--- config.mk ---
export PLATFORM = sky130hd
export DESIGN_NAME = dcc_top
export DESIGN_NICKNAME = d
export VERILOG_FILES = /design/src/rtl/dcc_pkg.sv /design/src/rtl/dcc_top.sv /design/src/rtl/dcc_sync2.sv /design/src/rtl/dcc_settle_timer.sv
export SDC_FILE = /design/constraint.sdc
export NUM_CORES = 1
export LEC_CHECK = 0
export BUFFER_PORTS_ARGS = -buffer_cell sky130_fd_sc_hd__buf_2
export CAP_MARGIN = 25
export CORE_MARGIN = 5
export CORE_UTILIZATION = 40
export DETAILED_ROUTE_END_ITERATION = 7
export GPL_TIMING_DRIVEN = 0
export MAX_ROUTING_LAYER = met4
export PLACE_DENSITY_LB_ADDON = 0.12
export SYNTH_ARGS = -nofsm -noshare
export SYNTH_HDL_FRONTEND = slang
export SYNTH_SLANG_ARGS = --single-unit
--- constraint.sdc ---
create_clock -name pclk -period 2.5 [get_ports pclk]
set_clock_uncertainty 0.05 [all_clocks]
set_input_delay 0.75 -clock pclk [delete_from_list [all_inputs] [get_ports pclk]]
set_output_delay 0.75 -clock pclk [all_outputs]
set_load 0.005 [all_outputs]
--- src/rtl/dcc_pkg.sv ---
/*
 * Shared constants, types and mode tables for the dual comparator control block.
 * Assumes a 40 MHz APB clock and a 32-bit APB data path.
 */
package dcc_pkg;

    // ****************************************
    // Register map
    // ****************************************
    localparam int unsigned ADDR_W            = 12;
    localparam logic [9:0]  IDX_PORT_DATA     = 10'h005;
    localparam logic [9:0]  IDX_IRQ_CONTROL   = 10'h00b;
    localparam logic [9:0]  IDX_PERIPH_FLAG   = 10'h00c;
    localparam logic [9:0]  IDX_CMP_CONTROL   = 10'h01f;
    localparam logic [9:0]  IDX_PORTA_DIR     = 10'h085;
    localparam logic [9:0]  IDX_PERIPH_ENABLE = 10'h08c;
    localparam logic [11:0] ADDR_PORT_DATA     = {IDX_PORT_DATA, 2'h0};
    localparam logic [11:0] ADDR_IRQ_CONTROL   = {IDX_IRQ_CONTROL, 2'h0};
    localparam logic [11:0] ADDR_PERIPH_FLAG   = {IDX_PERIPH_FLAG, 2'h0};
    localparam logic [11:0] ADDR_CMP_CONTROL   = {IDX_CMP_CONTROL, 2'h0};
    localparam logic [11:0] ADDR_PORTA_DIR     = {IDX_PORTA_DIR, 2'h0};
    localparam logic [11:0] ADDR_PERIPH_ENABLE = {IDX_PERIPH_ENABLE, 2'h0};

    // ****************************************
    // Field positions and reset values
    // ****************************************
    localparam int unsigned MODE_LSB    = 0;
    localparam int unsigned SWITCH_BIT  = 3;
    localparam int unsigned RES1_BIT    = 6;
    localparam int unsigned RES2_BIT    = 7;
    localparam int unsigned FLAG_BIT    = 6;
    localparam int unsigned ENABLE_BIT  = 6;
    localparam int unsigned PERIPHERAL_IRQ_ENABLE_BIT    = 6;
    localparam int unsigned GIE_BIT     = 7;
    localparam int unsigned PINS        = 5;
    localparam logic [2:0]  MODE_RST    = 3'h0;
    localparam logic [4:0]  DIR_RST     = 5'h1f;

    // Mode selector values with fixed meaning
    localparam logic [2:0]  MODE_RESET  = 3'h0;
    localparam logic [2:0]  MODE_MUX4   = 3'h1;
    localparam logic [2:0]  MODE_VREF   = 3'h2;
    localparam logic [2:0]  MODE_PINOUT = 3'h6;
    localparam logic [2:0]  MODE_OFF    = 3'h7;

    // ****************************************
    // Timing
    // ****************************************
    localparam int unsigned CLK_PERIOD_NS = 25;
    localparam int unsigned SETTLE_NS     = 10000;
    localparam int unsigned SETTLE_CYC    = (SETTLE_NS + CLK_PERIOD_NS - 1) / CLK_PERIOD_NS;

    typedef enum logic [2:0] {
        DCC_ST_IDLE   = 3'b001,
        DCC_ST_LOAD   = 3'b010,
        DCC_ST_ANSWER = 3'b100
    } dcc_bus_state_e;

    // Analog switch controls sent to the comparator macro
    typedef struct packed {
        logic       vref_noninv;
        logic       c1_minus_pin3;
        logic       c2_minus_pin2;
        logic [1:0] cmp_on;
    } dcc_route_s;

    // Pins that the mode claims as analog inputs, bit n = porta_pinN
    function automatic logic [4:0] analog_mask(input logic [2:0] mode);
        case (mode)
            3'h0, 3'h1, 3'h2, 3'h4: analog_mask = 5'h0f;
            3'h3, 3'h6:             analog_mask = 5'h07;
            3'h5:                   analog_mask = 5'h06;
            default:                analog_mask = 5'h00;
        endcase
    endfunction

    function automatic logic [1:0] cmp_power(input logic [2:0] mode);
        case (mode)
            3'h0, 3'h7: cmp_power = 2'h0;
            3'h5:       cmp_power = 2'h2;
            default:    cmp_power = 2'h3;
        endcase
    endfunction

endpackage

--- src/rtl/dcc_top.sv ---
/*
 * Dual comparator control: mode register, input routing, result bits,
 * port pin multiplexing, change flag with mismatch latch, interrupt gating.
 * Assumes an APB master on pclk, the analog comparators and port pads outside.
 */
// The APB register port was left to the implementer.
// Functional notes
// - Three-bit mode field selects eight configurations
// - Result bit 1 when plus above minus
// - Result bit 0 when plus below minus
// - Result bits are read-only
// - Mode 010 routes reference to plus inputs
// - Mode 110 drives raw results onto pins 3,4
// - Direction bits still enable pins 3,4
// - Direction register governs comparator pin direction
// - Analog pins read zero from port data
// - Results ignored during mode settling window
// - Flag sets when results differ from latch
// - Flag write 0 clears, 1 sets
// - Interrupt needs all three enables set
// - Flag sets regardless of enables
// - Change coinciding with control read may vanish
// - Control register access relatches results
// - Persisting mismatch keeps re-setting flag
// - Reset puts mode selector at 000
// - Mode 111 powers both comparators off
// - Enabled change wakes device, control unchanged
`timescale 1ns/1ps
module dcc_top #(
    parameter int unsigned SETTLE_CYC = dcc_pkg::SETTLE_CYC
) (
    input  wire logic                        pclk,
    input  wire logic                        presetn,
    input  wire logic                        psel,
    input  wire logic                        penable,
    input  wire logic                        pwrite,
    input  wire logic [dcc_pkg::ADDR_W-1:0]  paddr,
    input  wire logic [31:0]                 pwdata,
    output logic      [31:0]                 prdata,
    output logic                             pready,
    output logic                             pslverr,
    input  wire logic [1:0]                  cmp_raw,
    output dcc_pkg::dcc_route_s              cmp_route,
    output logic      [4:0]                  analog_sel,
    input  wire logic [4:0]                  porta_in,
    output logic      [4:0]                  porta_out,
    output logic      [4:0]                  porta_oe,
    output logic                             irq,
    output logic                             wake
);

    // ****************************************
    // Declarations
    // ****************************************
    dcc_pkg::dcc_bus_state_e state_ff;
    dcc_pkg::dcc_bus_state_e nxt_state;
    dcc_pkg::dcc_route_s     route_ff;
    dcc_pkg::dcc_route_s     nxt_route;
    logic [31:0] prdata_ff;
    logic [31:0] nxt_rdata;
    logic        pslverr_ff;
    logic        nxt_err;
    logic [2:0]  mode_ff;
    logic        switch_ff;
    logic [1:0]  latched_ff;
    logic        flag_ff;
    logic        cie_ff;
    logic        peripheral_irq_enable_ff;
    logic        gie_ff;
    logic [4:0]  dir_ff;
    logic [4:0]  pdata_ff;
    logic [4:0]  amask_ff;
    logic [4:0]  oe_ff;
    logic        irq_ff;
    logic        wake_ff;
    logic [1:0]  res_sync;
    logic [1:0]  res_eff;
    logic        settling;
    logic        mismatch;
    logic        done;
    logic        wr;
    logic        hit_ctrl;
    logic        mode_write;

    // ****************************************
    // APB slave
    // ****************************************
    // One load cycle before pready so that prdata comes from a flop.
    assign done     = psel && penable && (state_ff == dcc_pkg::DCC_ST_ANSWER);
    assign wr       = done && pwrite;
    assign hit_ctrl = done && (paddr == dcc_pkg::ADDR_CMP_CONTROL);

    always_comb begin
        nxt_state = dcc_pkg::DCC_ST_IDLE;
        case (state_ff)
            dcc_pkg::DCC_ST_IDLE: begin
                if (psel && penable) begin
                    nxt_state = dcc_pkg::DCC_ST_LOAD;
                end
            end
            dcc_pkg::DCC_ST_LOAD:   nxt_state = dcc_pkg::DCC_ST_ANSWER;
            dcc_pkg::DCC_ST_ANSWER: nxt_state = dcc_pkg::DCC_ST_IDLE;
            default:                nxt_state = dcc_pkg::DCC_ST_IDLE;
        endcase
    end

    always_ff @(posedge pclk or negedge presetn) begin
        if (!presetn) begin
            state_ff <= dcc_pkg::DCC_ST_IDLE;
        end else begin
            state_ff <= nxt_state;
        end
    end

    always_comb begin
        nxt_rdata = 32'h0;
        nxt_err   = 1'b0;
        case (paddr)
            dcc_pkg::ADDR_CMP_CONTROL: begin
                nxt_rdata[dcc_pkg::RES2_BIT]   = res_eff[1];
                nxt_rdata[dcc_pkg::RES1_BIT]   = res_eff[0];
                nxt_rdata[dcc_pkg::SWITCH_BIT] = switch_ff;
                nxt_rdata[2:0]                 = mode_ff;
            end
            dcc_pkg::ADDR_PERIPH_FLAG:   nxt_rdata[dcc_pkg::FLAG_BIT] = flag_ff;
            dcc_pkg::ADDR_PERIPH_ENABLE: nxt_rdata[dcc_pkg::ENABLE_BIT] = cie_ff;
            dcc_pkg::ADDR_IRQ_CONTROL: begin
                nxt_rdata[dcc_pkg::GIE_BIT]  = gie_ff;
                nxt_rdata[dcc_pkg::PERIPHERAL_IRQ_ENABLE_BIT] = peripheral_irq_enable_ff;
            end
            dcc_pkg::ADDR_PORTA_DIR:     nxt_rdata[4:0] = dir_ff;
            dcc_pkg::ADDR_PORT_DATA:     nxt_rdata[4:0] = porta_in & ~amask_ff;
            default:                     nxt_err = 1'b1;
        endcase
    end

    always_ff @(posedge pclk or negedge presetn) begin
        if (!presetn) begin
            prdata_ff  <= 32'h0;
            pslverr_ff <= 1'b0;
        end else if (state_ff == dcc_pkg::DCC_ST_LOAD) begin
            prdata_ff  <= pwrite ? 32'h0 : nxt_rdata;
            pslverr_ff <= nxt_err;
        end else if (state_ff == dcc_pkg::DCC_ST_ANSWER) begin
            prdata_ff  <= 32'h0;
            pslverr_ff <= 1'b0;
        end
    end

    assign prdata  = prdata_ff;
    assign pready  = (state_ff == dcc_pkg::DCC_ST_ANSWER);
    assign pslverr = pslverr_ff;

    // ****************************************
    // Control register and mode settling
    // ****************************************
    assign mode_write = wr && hit_ctrl && (pwdata[2:0] != mode_ff);

    // Result bits have no write path at all
    always_ff @(posedge pclk or negedge presetn) begin
        if (!presetn) begin
            mode_ff   <= dcc_pkg::MODE_RST;
            switch_ff <= 1'b0;
        end else if (wr && hit_ctrl) begin
            mode_ff   <= pwdata[2:0];
            switch_ff <= pwdata[dcc_pkg::SWITCH_BIT];
        end
    end

    dcc_settle_timer #(
        .CYCLES (SETTLE_CYC),
        .CNT_W  (16)
    ) u_settle (
        .pclk    (pclk),
        .presetn (presetn),
        .start   (mode_write),
        .busy    (settling)
    );

    dcc_sync2 #(
        .W (2)
    ) u_sync (
        .pclk     (pclk),
        .presetn  (presetn),
        .async_in (cmp_raw),
        .sync_out (res_sync)
    );

    // A powered-down comparator reads low
    assign res_eff = res_sync & route_ff.cmp_on;

    // ****************************************
    // Analog routing
    // ****************************************
    always_comb begin
        nxt_route               = '0;
        nxt_route.vref_noninv   = (mode_ff == dcc_pkg::MODE_VREF);
        nxt_route.c1_minus_pin3 = switch_ff &&
                                  ((mode_ff == dcc_pkg::MODE_MUX4) ||
                                   (mode_ff == dcc_pkg::MODE_VREF));
        nxt_route.c2_minus_pin2 = switch_ff && (mode_ff == dcc_pkg::MODE_VREF);
        nxt_route.cmp_on        = dcc_pkg::cmp_power(mode_ff);
    end

    always_ff @(posedge pclk or negedge presetn) begin
        if (!presetn) begin
            route_ff <= '0;
            amask_ff <= 5'h0f;
        end else begin
            route_ff <= nxt_route;
            amask_ff <= dcc_pkg::analog_mask(mode_ff);
        end
    end

    assign cmp_route  = route_ff;
    assign analog_sel = amask_ff;

    // ****************************************
    // Port pins
    // ****************************************
    always_ff @(posedge pclk or negedge presetn) begin
        if (!presetn) begin
            dir_ff   <= dcc_pkg::DIR_RST;
            pdata_ff <= 5'h0;
            oe_ff    <= 5'h0;
        end else begin
            if (wr && paddr == dcc_pkg::ADDR_PORTA_DIR) begin
                dir_ff <= pwdata[4:0];
            end
            if (wr && paddr == dcc_pkg::ADDR_PORT_DATA) begin
                pdata_ff <= pwdata[4:0];
            end
            oe_ff <= ~dir_ff;
        end
    end

    // Pins 3/4 carry the raw comparator outputs unclocked, so they can glitch
    assign porta_out[2:0] = pdata_ff[2:0];
    assign porta_out[3]   = (mode_ff == dcc_pkg::MODE_PINOUT) ? cmp_raw[0] : pdata_ff[3];
    assign porta_out[4]   = (mode_ff == dcc_pkg::MODE_PINOUT) ? cmp_raw[1] : pdata_ff[4];
    assign porta_oe       = oe_ff;

    // ****************************************
    // Change detection and interrupt
    // ****************************************
    // During settling the latch tracks the results, so no false change is seen
    assign mismatch = !settling && (res_eff != latched_ff);

    // Latching on the access edge absorbs a change seen in that same cycle
    always_ff @(posedge pclk or negedge presetn) begin
        if (!presetn) begin
            latched_ff <= 2'h0;
        end else if (hit_ctrl || settling) begin
            latched_ff <= res_eff;
        end
    end

    // Set wins over a software clear while the mismatch stands
    always_ff @(posedge pclk or negedge presetn) begin
        if (!presetn) begin
            flag_ff <= 1'b0;
        end else if (mismatch && !hit_ctrl) begin
            flag_ff <= 1'b1;
        end else if (wr && paddr == dcc_pkg::ADDR_PERIPH_FLAG) begin
            flag_ff <= pwdata[dcc_pkg::FLAG_BIT];
        end
    end

    always_ff @(posedge pclk or negedge presetn) begin
        if (!presetn) begin
            cie_ff  <= 1'b0;
            peripheral_irq_enable_ff <= 1'b0;
            gie_ff  <= 1'b0;
        end else begin
            if (wr && paddr == dcc_pkg::ADDR_PERIPH_ENABLE) begin
                cie_ff <= pwdata[dcc_pkg::ENABLE_BIT];
            end
            if (wr && paddr == dcc_pkg::ADDR_IRQ_CONTROL) begin
                gie_ff  <= pwdata[dcc_pkg::GIE_BIT];
                peripheral_irq_enable_ff <= pwdata[dcc_pkg::PERIPHERAL_IRQ_ENABLE_BIT];
            end
        end
    end

    // Wake needs only the local enable; the core gates the rest after waking
    always_ff @(posedge pclk or negedge presetn) begin
        if (!presetn) begin
            irq_ff  <= 1'b0;
            wake_ff <= 1'b0;
        end else begin
            irq_ff  <= flag_ff && cie_ff && peripheral_irq_enable_ff && gie_ff;
            wake_ff <= flag_ff && cie_ff;
        end
    end

    assign irq  = irq_ff;
    assign wake = wake_ff;
endmodule

--- src/rtl/dcc_sync2.sv ---
/*
 * Two-flop synchroniser for the raw comparator outputs.
 * Assumes the inputs may toggle at any time relative to pclk.
 */
`timescale 1ns/1ps
module dcc_sync2 #(
    parameter int unsigned W = 2
) (
    input  wire logic         pclk,
    input  wire logic         presetn,
    input  wire logic [W-1:0] async_in,
    output logic      [W-1:0] sync_out
);
    logic [W-1:0] meta_ff;
    logic [W-1:0] sync_ff;

    always_ff @(posedge pclk or negedge presetn) begin
        if (!presetn) begin
            meta_ff <= '0;
            sync_ff <= '0;
        end else begin
            meta_ff <= async_in;
            sync_ff <= meta_ff;
        end
    end

    assign sync_out = sync_ff;
endmodule

--- src/rtl/dcc_settle_timer.sv ---
/*
 * Busy window after a comparator mode change.
 * Assumes start is a one-cycle pulse; a new start restarts the window.
 */
`timescale 1ns/1ps
module dcc_settle_timer #(
    parameter int unsigned CYCLES = 400,
    parameter int unsigned CNT_W  = 12
) (
    input  wire logic pclk,
    input  wire logic presetn,
    input  wire logic start,
    output logic      busy
);
    logic [CNT_W-1:0] count_ff;

    always_ff @(posedge pclk or negedge presetn) begin
        if (!presetn) begin
            count_ff <= '0;
        end else if (start) begin
            count_ff <= CNT_W'(CYCLES);
        end else if (count_ff != '0) begin
            count_ff <= count_ff - CNT_W'(1);
        end
    end

    assign busy = (count_ff != '0);
endmodule

Word-level counts from Yosys, hierarchy flattened --
Index checks and enable logic that the tools add are counted.
Storage, ports and cells: word-level logic and storage cells 97, register bits 93, bits of input ports 56, output and inout port bits 56
Cells by class: reduce and logical (&&, ||, !) cells 31, multiplexer cells 20, bitwise gates (word level) 4, $add $sub $neg 1, eq/ne operators 18
Operators by type and width (number):
- $mux W32 | 2
- $mux W16 | 2
- $eq A12 B10 Y1 const B | 2
- $eq A12 B6 Y1 const B | 2
- $pmux W4 S3 | 2
- $logic_and A1 B1 Y1 | 18
- $reduce_bool A16 Y1 | 1
- $sub A16 B1 Y16 const B | 1
- $eq A3 B3 Y1 const B | 5
- $eq A12 B5 Y1 const B | 1
- $eq A12 B7 Y1 const B | 1
- $not A5 Y5 | 2
- $eq A3 B2 Y1 const B | 3
- $mux W8 | 1
- $mux W1 | 7
- $eq A3 B1 Y1 const B | 2
- $pmux W3 S2 | 1
- $reduce_bool A2 Y1 | 3
- $reduce_or A6 Y1 | 1
- $and A5 B5 Y5 | 1
- $pmux W1 S2 | 2
- $pmux W1 S4 | 1
- $pmux W2 S2 | 1
- $reduce_or A2 Y1 | 2
- other kinds (8) | 10

Logic depth before layout (Yosys ltp) --
word-level depth 6, gate-level depth with buffers 7, gate-level depth less buffers 7

Cells and area by module --
From an unflattened synthesis, not the netlist that was laid out.
Unflattened totals: cells, all modules 306, area, all modules 3469.6 µm²
Modules (own cells, without submodules):
- dcc_top | instances 1, seq. area each 1162.4 µm², area each 2434.8 µm², cells an instance 208
- dcc_settle_timer | instances 1, seq. area each 400.4 µm², area each 934.6 µm², cells an instance 94
- dcc_sync2 | instances 1, seq. area each 100.1 µm², area each 100.1 µm², cells an instance 4

Worst setup path after synthesis --
OpenSTA, ideal clock, no wires.
path kind input port to flip-flop, start input paddr[1] (netlist bit), end register latched_ff[0], setup slack -0.070 ns, arrival time 2.395 ns, library setup time 0.125 ns, path buffers 0, data required time 2.325 ns, stages 5, cells stage by stage or3_1 -> or3_1 -> nor3_1 -> a41o_2 -> mux2_4
Between the ends: longest elaborated chain between the ends 3
RTL lines:
- from (decl) | RTL line dcc_top.sv:37 | input wire logic [dcc_pkg::ADDR_W-1:0] paddr,
- $eq A12 B7 Y1 | RTL line dcc_top.sv:91 | assign hit_ctrl = done && (paddr == dcc_pkg::ADDR_CMP_CONTROL);
- $logic_and A1 B1 Y1 | RTL line dcc_top.sv:91
- $logic_or A1 B1 Y1 | RTL line dcc_top.sv:253 | end else if (hit_ctrl || settling) begin
- to (signal assigned) | RTL line dcc_top.sv:254 | latched_ff <= res_eff;
- to (decl) | RTL line dcc_top.sv:65 | logic [1:0] latched_ff;
No other way between the ends. A chain may end at the register's enable or synchronous reset.

Final worst setup path --
Ends and elaborated chain as after synthesis.

==> impl_metrics.toml <==
[route]
drt_iter0_markers = 58
totalWireLength_um = 6970
dr_total_vias = 2348
drc = 0
first_pass_iters = 5
ant_nets = 0
routed_via_density = 4.73
avgRoutedWirePerCell_um = 14.0

[power_and_ir_drop]
leakagePower_uw = 0.00189
clockPowerShare_pct = 39.4
p_int_uw = 1650
p_per_area_mw_per_mm2 = 534
peakVddDrop_mv = 0.289
pwr-share-seq_pct = 52.5
swShare_pct = 23.1
switchingPower_uw = 495
p_comb_share_pct = 8.1

[final_layout]
layout_common_cells = "buf_2, dfrtp_1, buf_4"
final_common_cell = "buf_2"
area_delta_synth_final_pct = 24.1
finalCoreUtilization_pct = 51.4
nets = 447
final_cell_count_no_fill = 496
nFillCells = 749
antenna_cells = 0
drive_gt1_share_pct = 39.3

[global_route]
grt_usage_pct = 15.3
grt_pass1_wl_um = 11700
antenna_found_initial = 0
grt_overflow = 0
grt_pass1_vias = 2337
grt_max_degree = 67

[worst_hold_path]
hp-class = "reg2reg"
min_to = "u_sync.sync_out[1]$_DFF_PN0_"
holdPathStages = 0
holdCritStartpoint = "u_sync.meta_ff[1]$_DFF_PN0_"

[clock_network]
clk_pin_slew_ns = 0.06
cts_root_buf = "clkbuf_8"
clk_path_buf_depth = 2
insertion_delay_ns = 0.34
cts_made_buffers = 9
cts_tree = "done"
htreeDepth = 3
clock_sinks = 66

[place]
dp_cells = 481
port-buffer-count = 60
hpwlAfterDp_um = 5270
post-place-ws_ns = -0.545
place_congestion = 0.810

[synthesis]
syn_area_mm2 = 0.00323
synth_seq_area_share_pct = 51.4
synthArstFlopShare_pct = 100
yosysWarnings = 0
ys_types = 54
synth.ff_latch_count = 66
synth_area_per_cell_um2 = 11.0
ys.flop_type = "dfrtp_1"
synth-edff-count = 0
syn_inst = 294

[timing]
finalSetupTns_ns = 0
fin_ws_ns = 0.0530
layout_min_cycle_time_ns = 2.45
finalMaxSlewViolations = 0
worstMarginPinSlew_ns = 0.814
timing.fmax_mhz = 409
worst_slew_margin_rel_pct = 45.8
rsz0062_at_grt = "true"
hold_viol_final = 0
min_period_over_period_pct = 97.9
setup_viol = 0

[setup_path]
arrival_ns = 2.61
r2r_end = "latched_ff[0]$_DFFE_PN0P_"
worstPathMaxFanout = 4
r2r_slack_ns = 0.10
crit_type = "in2reg"
timing.rr.start = "u_settle.count_ff[11]$_DFFE_PN0P_"
cp.required_ns = 2.67
end_kind = "flop"
r2r_cells = 5
cp-start-kind = "input port"

[run]
drv_cap = 0

[floorplan]
die_height_um = 99.9
core_area_mm2 = 0.00781
num_rows = 32
dieArea_mm2 = 0.00998
start_util_pct = 41.4
die_w_um = 99.9
ios = 112

[status]
status = "completed"
cell usage after synthesis (all sizes together) (2+ instances only):
library cell,count,share of area [%]
nand2b,4,0.77
xnor2,14,3.8
nand3b,2,0.46
clkbuf,5,0.58
o211ai,2,0.46
a211oi,2,0.46
ha,2,0.77
nand3,7,1.1
a22o,2,0.54
nand2,16,2.1
or3,4,0.81
o21ai,8,1.2
nor3b,4,1.1
dfstp,9,7.3
mux2,21,7.4
nor4b,3,1.3
a32o,3,0.93
nor3,13,2.4
dfrtp,57,44
and3,4,0.77
nor2,24,2.8
a22oi,2,0.46
and2,4,0.77
nor2b,2,0.39
a32oi,2,0.54
inv,12,1.4
or4,3,0.81
nor4,5,1.2
a211o,2,0.54
mux2i,3,0.93
o21a,2,0.46
buf,31,7.1
a21oi,8,1.2
power groups by stage:
stage | logic, uW | clock network [uW] | registers, uW
after detailed placement | 170 | 0 | 1150
after floorplan | 75.9 | 0 | 1140
after global routing | 197 | 925 | 1130
after global placement | 167 | 0 | 1150
after CTS | 174 | 877 | 1130
final | 173 | 846 | 1130
metrics by stage:
step / hold WS (ns) / power (uW) / instance area, um2
after floorplan: 0.281 / 1220 / 3340
after detailed placement: 0.285 / 1320 / 3770
after global placement: 0.284 / 1320 / 3770
after global routing: 0.304 / 2250 / 4010
after CTS: 0.299 / 2180 / 3990
final: 0.299 / 2150 / 4010
repair_timing:
item	CTS	global route
buffers inserted	0	2
hold buffers	0	0
pin swaps	0	1
gates resized for setup	5	7
endpoints found under the setup margin	17	17
cloned	0	0
worst max-delay path, stage by stage:
cell,delay [ns]
buf_2,0.09
or3_1,0.44
or3_1,0.42
nor3_4,0.33
a41o_2,0.29
mux2_4,0.30
kinds of logic after synthesis:
group,Yosys count,synth area share (%)
AOI/OAI and AO/OA,39,8.48
xor gates and xnor gates,15,4.06
adders and majority gates,2,0.774
buffers and inverters,48,9.09
DFF,66,51.4
muxes,24,8.36
other,1,0.116
and+or+nand+nor,99,17.7
per-layer routing:
| metal | part of all wire, % | global-route usage (%) |
|---|---|---|
| met3 | 5.7 | 2.64 |
| met4 | 1.5 | 6.30 |
| met1 | 47 | 21.1 |
| met2 | 46 | 22.2 |
| met5 | 0 | - |
cell type report:
type                       instances  area [um2]  area share, %
multi-input combinational        205        1420           35.5
clock inverter                     2        10.0          0.249
buffer                            33         241           6.02
clock buffer                      14         183           4.55
sequential                        66        1670           41.5
timing repair buffer              62         318           7.92
tap                              102         128           3.18
inverter                          12        45.0           1.12
sequential cells by signal, indices dropped and copies added (netlist names), 2 cells and up:
register and flops:
porta_oe 5, prdata 7, mode_ff 3, state_ff 3
pdata_ff 5, latched_ff 2, u_settle.count_ff 16, dir_ff 5
u_sync.meta_ff 2, cmp_route 5, analog_sel 3, u_sync.sync_out 2
how the worst max path moves through the flow:
stage	from	to	depth (start not counted)
after detailed placement	paddr[1]	u_settle.count_ff[9]$_DFFE_PN0P_	7
after global placement	paddr[1]	u_settle.count_ff[6]$_DFFE_PN0P_	7
after CTS	mode_ff[0]$_DFFE_PN0P_	porta_out[4]	4
after floorplan	paddr[1]	latched_ff[0]$_DFFE_PN0P_	5
final	paddr[1]	latched_ff[0]$_DFFE_PN0P_	6
after global routing	paddr[1]	dir_ff[4]$_DFFE_PN1P_	6
Note: power is estimated with default switching activity, not from simulation.
